===== config.mk =====
export PLATFORM = sky130hd
export DESIGN_NAME = watchdog_unit
export DESIGN_NICKNAME = d
export VERILOG_FILES = /design/src/verilog/watchdog_unit.v
export VERILOG_INCLUDE_DIRS = /design/src /design/src/verilog
export SDC_FILE = /design/constraint.sdc
export NUM_CORES = 1
export LEC_CHECK = 0
export ABC_AREA = 1
export BUFFER_PORTS_ARGS = -buffer_cell sky130_fd_sc_hd__buf_4
export CORE_MARGIN = 2
export CORE_UTILIZATION = 34
export CTS_CLUSTER_DIAMETER = 120
export DETAILED_ROUTE_END_ITERATION = 7
export PLACE_DENSITY_LB_ADDON = 0.12
export RECOVER_POWER = 50
export SYNTH_ARGS = -nofsm -noshare
export SYNTH_HDL_FRONTEND = slang
export SYNTH_SLANG_ARGS = --single-unit

===== constraint.sdc =====
create_clock -name pclk -period 6.7 [get_ports pclk]
set_clock_uncertainty 0.15 [all_clocks]
set_input_delay 0.67 -clock pclk [delete_from_list [all_inputs] [get_ports pclk]]
set_output_delay 0.67 -clock pclk [all_outputs]
set_load 0.005 [all_outputs]

===== src/verilog/watchdog_unit_defines.vh =====
// Overview of operation
// - Control and clear need key 55 then AA
// - Control key field always reads zero
// - Clear inside ban interval forces reset, clears
// - Source select: 0 RC oscillator, 1 crystal
// - Clock enable gates counter, resets to one
// - Timeout prescale picks counter end bit
// - Calibration done set at reset, steers recalibration
// - Lock bit blocks control writes until reset
// - Mode: basic timeout, or ban plus timeout
// - Mode bit frozen while watchdog enabled
// - Disable-after-reset turns watchdog off at timeout
// - Enable reads back only once applied
// - Clear bit one clears counter, zero nothing
// - Cleared flag drops on clear, sets when done
// - In-window flag zero in ban, one after
// - Read-only version register at 0x3FC
// - Registers run on the bus clock
// - Basic timeout is two to prescale plus one
// - Ban interval is two to ban plus one
// - Clear while not cleared is ignored
// - Accepted control change clears counter, no reset
`ifndef WATCHDOG_UNIT_DEFINES_VH
`define WATCHDOG_UNIT_DEFINES_VH

// ----------------------------------------------------------------
// Register offsets
// ----------------------------------------------------------------
`define OFS_CONTROL   10'h000
`define OFS_CLEAR     10'h004
`define OFS_STATUS    10'h008
`define OFS_REVISION  10'h3FC

// ----------------------------------------------------------------
// Keys and field positions
// ----------------------------------------------------------------
`define KEY_FIRST     8'h55
`define KEY_SECOND    8'hAA
`define KEY_HI        31
`define KEY_LO        24
`define BIT_EN        0
`define BIT_DAR       1
`define BIT_MODE      2
`define BIT_LOCK      3
`define BIT_CALDONE   7
`define PSEL_HI       12
`define PSEL_LO       8
`define BIT_CEN       16
`define BIT_COUNTER_CLOCK_SELECT     17
`define TBAN_HI       22
`define TBAN_LO       18
`define BIT_CLRREQ    0
`define BIT_WINDOW    0
`define BIT_CLEARED   1

// ----------------------------------------------------------------
// Reset values and masks
// ----------------------------------------------------------------
`define CONTROL_RESET 24'h010080
`define CONTROL_WMASK 24'h7F1F8F
`define STATUS_RESET  2'h3

`endif


===== src/verilog/watchdog_unit.v =====
// Decided for this implementation: the APB interface to the registers.
`include "watchdog_unit_defines.vh"

module watchdog_unit #(
  parameter [11:0] VERSION_NUMBER = 12'h123, // Arbitrary value
  parameter [3:0]  VARIANT_NUMBER = 4'h0     // Arbitrary value
) (
  // Bus clock and reset
  input  wire        pclk,
  input  wire        presetn,
  // APB slave
  input  wire        psel,
  input  wire        penable,
  input  wire        pwrite,
  input  wire [11:0] paddr,
  input  wire [31:0] pwdata,
  output reg  [31:0] prdata,
  output wire        pready,
  output reg         pslverr,
  // Counter clock sources, asynchronous pins
  input  wire        system_rc_oscillator,
  input  wire        crystal_32khz,
  // Toward the reset controller
  output reg         watchdog_reset_request,
  output reg         flash_calibration_redo
);

  // ----------------------------------------------------------------
  // Helpers
  // ----------------------------------------------------------------
  // Interval length of two to the (sel + 1)
  function [33:0] interval;
    input [4:0] sel;
    begin
      interval = 34'h000000001 << (sel + 6'h01);
    end
  endfunction

  // ----------------------------------------------------------------
  // State
  // ----------------------------------------------------------------
  reg  [23:0] control;        // Stored control bits
  reg  [23:0] staged_control; // Data of first keyed control write
  reg         control_armed;
  reg         clear_armed;
  reg         staged_clear;
  reg         en_active;      // Enable as seen by the counter
  reg         control_pend;   // Control change awaiting counter tick
  reg         clear_pend;     // Clear awaiting counter tick
  reg         cleared;
  reg  [33:0] counter;
  reg  [2:0]  rc_sync;
  reg  [2:0]  xt_sync;
  reg         rc_level;
  reg         xt_level;
  reg         rc_prev;
  reg         xt_prev;

  wire [9:0]  offset      = paddr[9:0];
  wire        bus_setup   = psel & ~penable;
  wire        bus_write   = psel & penable & pwrite;
  wire [7:0]  wkey        = pwdata[`KEY_HI:`KEY_LO];
  wire        mode        = control[`BIT_MODE];
  wire [4:0]  psel_field  = control[`PSEL_HI:`PSEL_LO];
  wire [4:0]  tban_field  = control[`TBAN_HI:`TBAN_LO];
  wire [33:0] ban_len     = interval(tban_field);
  wire [33:0] total_len;
  wire        in_ban;
  wire        tick;
  wire        mapped;
  reg  [23:0] next_control;

  assign pready = 1'b1; // Every access completes in its first access cycle

  // Window mode adds the ban interval ahead of the timeout
  assign total_len = mode ? ban_len + interval(psel_field)
                          : interval(psel_field);
  assign in_ban    = mode & (counter < ban_len);

  assign mapped = (offset == `OFS_CONTROL) | (offset == `OFS_CLEAR) |
                  (offset == `OFS_STATUS) | (offset == `OFS_REVISION);

  // ----------------------------------------------------------------
  // Counter clock sources
  // ----------------------------------------------------------------
  // Three stages per pin; level only follows once stages two and three
  // agree, so a metastable sample never reaches the counter.
  always @(posedge pclk or negedge presetn) begin
    if (!presetn) begin
      rc_sync  <= 3'h0;
      xt_sync  <= 3'h0;
      rc_level <= 1'b0;
      xt_level <= 1'b0;
      rc_prev  <= 1'b0;
      xt_prev  <= 1'b0;
    end else begin
      rc_sync <= {rc_sync[1:0], system_rc_oscillator};
      xt_sync <= {xt_sync[1:0], crystal_32khz};
      if (rc_sync[1] == rc_sync[2]) begin
        rc_level <= rc_sync[2];
      end
      if (xt_sync[1] == xt_sync[2]) begin
        xt_level <= xt_sync[2];
      end
      rc_prev <= rc_level;
      xt_prev <= xt_level;
    end
  end

  // Rising edge of the selected source, gated by clock enable.
  // Sources must be well below pclk/4 for edges to be seen.
  assign tick = control[`BIT_CEN] &
                (control[`BIT_COUNTER_CLOCK_SELECT] ? (xt_level & ~xt_prev)
                                     : (rc_level & ~rc_prev));

  // ----------------------------------------------------------------
  // Candidate control value of a keyed write
  // ----------------------------------------------------------------
  always @* begin
    next_control = staged_control & `CONTROL_WMASK;
    if (en_active) begin
      next_control[`BIT_MODE] = control[`BIT_MODE];
    end
    // Lock is sticky: software can set it, never clear it
    next_control[`BIT_LOCK] = next_control[`BIT_LOCK] |
                              control[`BIT_LOCK];
  end

  // ----------------------------------------------------------------
  // Registers, handshake and counter
  // ----------------------------------------------------------------
  // One process owns the control, handshake and counter bits, so bus writes and counter events
  // on the same edge resolve in a fixed order.
  always @(posedge pclk or negedge presetn) begin
    if (!presetn) begin
      control                <= `CONTROL_RESET;
      staged_control         <= 24'h000000;
      control_armed          <= 1'b0;
      clear_armed            <= 1'b0;
      staged_clear           <= 1'b0;
      en_active              <= 1'b0;
      control_pend           <= 1'b0;
      clear_pend             <= 1'b0;
      cleared                <= 1'b1;
      counter                <= 34'h000000000;
      watchdog_reset_request <= 1'b0;
      flash_calibration_redo <= 1'b0;
    end else begin
      watchdog_reset_request <= 1'b0;
      flash_calibration_redo <= 1'b0;

      // Counter side: applies pending requests on its own tick
      if (tick) begin
        if (control_pend) begin
          en_active    <= control[`BIT_EN];
          counter      <= 34'h000000000;
          control_pend <= 1'b0;
        end else if (clear_pend) begin
          if (en_active & in_ban) begin
            watchdog_reset_request <= 1'b1;
            flash_calibration_redo <= ~control[`BIT_CALDONE];
          end
          counter    <= 34'h000000000;
          clear_pend <= 1'b0;
          cleared    <= 1'b1;
        end else if (en_active) begin
          if (counter >= total_len - 34'h000000001) begin
            watchdog_reset_request <= 1'b1;
            flash_calibration_redo <= ~control[`BIT_CALDONE];
            counter                <= 34'h000000000;
            if (control[`BIT_DAR]) begin
              en_active          <= 1'b0;
              control[`BIT_EN]   <= 1'b0;
            end
          end else begin
            counter <= counter + 34'h000000001;
          end
        end
      end

      // Bus side: keyed writes, the second must repeat the first
      if (bus_write && offset == `OFS_CONTROL) begin
        if (wkey == `KEY_FIRST) begin
          staged_control <= pwdata[23:0];
          control_armed  <= 1'b1;
        end else begin
          control_armed <= 1'b0;
          if (wkey == `KEY_SECOND && control_armed &&
              pwdata[23:0] == staged_control &&
              !control[`BIT_LOCK]) begin
            if (next_control != control) begin
              control      <= next_control;
              control_pend <= 1'b1;
            end
          end
        end
      end
      if (bus_write && offset == `OFS_CLEAR) begin
        if (wkey == `KEY_FIRST) begin
          staged_clear <= pwdata[`BIT_CLRREQ];
          clear_armed  <= 1'b1;
        end else begin
          clear_armed <= 1'b0;
          if (wkey == `KEY_SECOND && clear_armed &&
              staged_clear && pwdata[`BIT_CLRREQ] &&
              cleared && !clear_pend) begin
            clear_pend <= 1'b1;
            cleared    <= 1'b0;
          end
        end
      end
    end
  end

  // ----------------------------------------------------------------
  // Read data and error response
  // ----------------------------------------------------------------
  // Captured in the setup cycle so it stands through the access cycle
  always @(posedge pclk or negedge presetn) begin
    if (!presetn) begin
      prdata  <= 32'h00000000;
      pslverr <= 1'b0;
    end else if (bus_setup) begin
      pslverr <= ~mapped;
      prdata  <= 32'h00000000;
      if (!pwrite) begin
        case (offset)
          `OFS_CONTROL:
            prdata <= {8'h00, control[23:1], en_active};
          `OFS_STATUS:
            prdata <= {30'h00000000, cleared, ~in_ban};
          `OFS_REVISION:
            prdata <= {12'h000, VARIANT_NUMBER,
                       4'h0, VERSION_NUMBER};
          default:
            prdata <= 32'h00000000;
        endcase
      end
    end
  end

  // Registers sit entirely on pclk; only the counter tick comes
  // from the sampled oscillator pins.

endmodule // watchdog_unit


==> impl_metrics.env <==
export IMPL_diodes=0
export IMPL_sw_frac_of_total=0.235
export IMPL_yosysSeqAreaShare=0.242
export IMPL_initial_utilization=0.347
export IMPL_synthTopCellsByArea="dfrtp_1 24%, nand2_1 12%, ha_1 11%"
export IMPL_wirelength_mm=38.4
export IMPL_drive_gt1_frac=0.114
export IMPL_numCtsBuffers=17
export IMPL_antenna_found_initial=0
export IMPL_status="complete, but fails checks"
export IMPL_core_mm2=0.0337
export IMPL_grt_pass1_wl_mm=60.8
export IMPL_critPathRequiredTime_ns=6.89
export IMPL_synthTopCellsByCount="388 x nand2_1, 276 x inv_1, 225 x nor2_1"
export IMPL_startpoint_type="flip-flop"
export IMPL_die_area_mm2=0.0359
export IMPL_grt_pass1_vias=11400
export IMPL_worst_slew_pin_slew_ns=2.89
export IMPL_drtIter0Drc=818
export IMPL_synth_edf_count=0
export IMPL_gp_congestion=0.953
export IMPL_antenna_left=0
export IMPL_finalSetupTns_ns=0
export IMPL_num_rows=67
export IMPL_cellPowerDensity_mw_per_mm2=118
export IMPL_max_freq_mhz=165
export IMPL_period_share=0.903
export IMPL_multi_input_area_mm2=0.00757
export IMPL_vias_per_cell=5.10
export IMPL_seq_area_mm2=0.00283
export IMPL_first_pass_iters=5
export IMPL_cts_sinks=113
export IMPL_p_leak_nw=6.47
export IMPL_cts_tree="built"
export IMPL_finalHoldViolations=0
export IMPL_use_met3=0.0343
export IMPL_total_power_mw=1.57
export IMPL_io_buffers=69
export IMPL_syn_to_final_growth_pct=14.0
export IMPL_whs_path_depth=0
export IMPL_power_frac_seq=0.440
export IMPL_pin_count=87
export IMPL_netSwitchingPower_uw=369
export IMPL_grt_busiest_layer="met2"
export IMPL_cp_max_fo=11
export IMPL_crit_reg2reg_launch="control[10]"
export IMPL_met2_usage=0.365
export IMPL_synth_flop_cell="dfrtp_1"
export IMPL_vias=11900
export IMPL_synthArstFlopShare=1.00
export IMPL_power_frac_clock=0.519
export IMPL_clkTransAtPathRegs_ns=0.06
export IMPL_drc_errors=0
export IMPL_grt_use_met1=0.288
export IMPL_overflow=0
export IMPL_nFillCells=3696
export IMPL_r2r_setup_slack_ns=0.65
export IMPL_rsz0062_at_grt="false"
export IMPL_synth_cell_area_mm2=0.0117
export IMPL_fin_nets=2017
export IMPL_critical_path_class="reg -> reg"
export IMPL_crit_path_max_incr_delay_ns=0.35
export IMPL_insertion_delay_ns=0.42
export IMPL_ys_ff_latch=113
export IMPL_setup_viol=0
export IMPL_p_int_mw=1.20
export IMPL_h_tree_depth=4
export IMPL_cp_end_kind="flip-flop"
export IMPL_hold_path_class="reg -> reg"
export IMPL_ys_types=64
export IMPL_ctsRootBufferMaster="clkbuf_16"
export IMPL_slew_violations=116
export IMPL_rr_worst_depth=38
export IMPL_die_w_um=189
export IMPL_grt_usage=0.218
export IMPL_synth_area_leader_cell="dfrtp_1"
export IMPL_finalNonFillerCells=2324
export IMPL_cap_violations=2
export IMPL_grt_max_degree=63
export IMPL_crit_top_cell="nand2_1"
export IMPL_period_minus_slack_ns=6.05
export IMPL_dpl_hpwl_mm=31.8
export IMPL_min_from="rc_sync[0]"
export IMPL_relSlewSlack=-0.925
export IMPL_place_inst=2291
export IMPL_yosysWarnings=0
export IMPL_cts_hold_buffers=0
export IMPL_violations="capacitance limit, slew limit"
export IMPL_postPlaceCellArea_mm2=0.0128
export IMPL_die_y_um=189
export IMPL_synth_cells=1780
export IMPL_synth_top_area_frac=0.235
export IMPL_irDropWorstVdd_v=0.000166
export IMPL_crit_slowest_cell="dfrtp_1"
export IMPL_stdcell_area_mm2=0.0133
export IMPL_power_frac_comb=0.041
export IMPL_cp_arrival_ns=6.24
export IMPL_hold_end="rc_sync[1]"
export IMPL_reg2reg_to="counter[28]"
export IMPL_synth_most_common_cell="nand2_1"
export IMPL_syn_area_per_cell_um2=6.57
export IMPL_routedWlPerCell_um=16.5
export IMPL_clock_path_buffers=2
-- power by group through the flow --
stage	Clock [mW]	Sequential, mW	Combinational (mW)
3_3_place_gp	0	0.702	0.0651
4_1_cts	0.836	0.690	0.0656
3_5_place_dp	0	0.702	0.0656
5_1_grt	0.866	0.691	0.0732
2_1_floorplan	0	0.702	0.0263
6_report	0.816	0.691	0.0638
-- repair_timing --
| item | 4_1_cts | 5_1_grt |
|---|---|---|
| gates resized for setup | 0 | 11 |
| setup endpoints to repair | 0 | 21 |
| buffers inserted | 0 | 1 |
-- sequential cells by signal, summed over array words and instances, names as in the netlist, 3 cells and up --
| signal | cells |
|---|---|
| control | 17 |
| rc_sync | 3 |
| prdata | 18 |
| xt_sync | 3 |
| staged_control | 24 |
| counter | 34 |
-- cell usage in the layout (no fill, tap or decap), types with 4 or more instances in the layout --
cell        Yosys  layout
nand2_1       388     388
inv_1         276     276
nor2_1        225     220
nand3_1       119     118
dfrtp_1       110     109
ha_1          102     101
o21ai_0        87      87
a21oi_1        75      74
buf_4          16      73
xor2_1         49      49
nor3_1         35      34
o22ai_1        34      34
nor4_1         27      26
nand4_1        21      21
clkbuf_4        0      20
conb_1          2      18
clkbuf_16       0      17
inv_2          16      16
nor2_2         10      15
a32o_1         14      14
o21a_1         10      10
nand2_2        10      10
xnor2_1         9       9
o2111ai_1       9       9
nor2_4          8       8
nand3b_1        8       8
mux2_2          8       8
clkbuf_1       24       8
nand3_2         6       7
o211ai_1        6       6
o21ai_2         5       5
a31oi_1         5       5
a221oi_1        5       5
nand2_4         4       4
o21bai_1        4       4
clkinvlp_4      0       4
clkinv_2        0       4
-- metal layers --
metal  wire length, um  vias up
li1                  -     5987
met1             17300     5491
met2             18000      334
met3              2130       43
met4               973        0
met5                 0        -
-- area by class of cell --
cell class	count	share of cell area
clock inverter	9	0.00460
clock buffer	22	0.0348
tap	448	0.0420
sequential	113	0.212
timing repair inverter	1	0.000563
timing repair buffer	99	0.0541
inverter	295	0.0835
multi-input combinational	1337	0.568
-- critical path, delay by kind of cell (launching register included) --
kind / cells / cell delay, ns
fa+ha+maj: 2 / 0.63
simple gates: 19 / 2.31
compound gates: 8 / 1.46
flops: 1 / 0.35
buf+inv: 9 / 1.05
-- worst max-delay path by stage --
stage	start	endpoint	slack, ns	depth (start not counted)
2_1_floorplan	control[22]	counter[21]	1.62	31
5_1_grt	control[10]	counter[22]	0.09	35
3_5_place_dp	control[20]	counter[21]	0.49	33
6_report	control[10]	counter[28]	0.65	38
3_3_place_gp	control[20]	counter[21]	0.56	33
4_1_cts	control[20]	counter[21]	0.46	33
-- cells by family after synthesis --
logic type,after synthesis,synth area share
AOI/OAI and AO/OA,276,0.144
xor gates and xnor gates,58,0.0434
adders and majority gates,104,0.111
buffers and inverters,346,0.118
DFF,113,0.242
muxes,8,0.00770
other,2,0.000642
and+or+nand+nor,873,0.333
-- stage by stage --
step	util	setup WS (ns)	hold slack (ns)
floorplan	-	1.62	0.181
global placement	0.379	0.556	0.183
detailed placement	0.379	0.495	0.185
CTS	0.395	0.457	0.151
global route	0.396	0.0913	0.198
finish	0.396	0.652	0.196
Note: power is estimated with default switching activity, not from simulation.
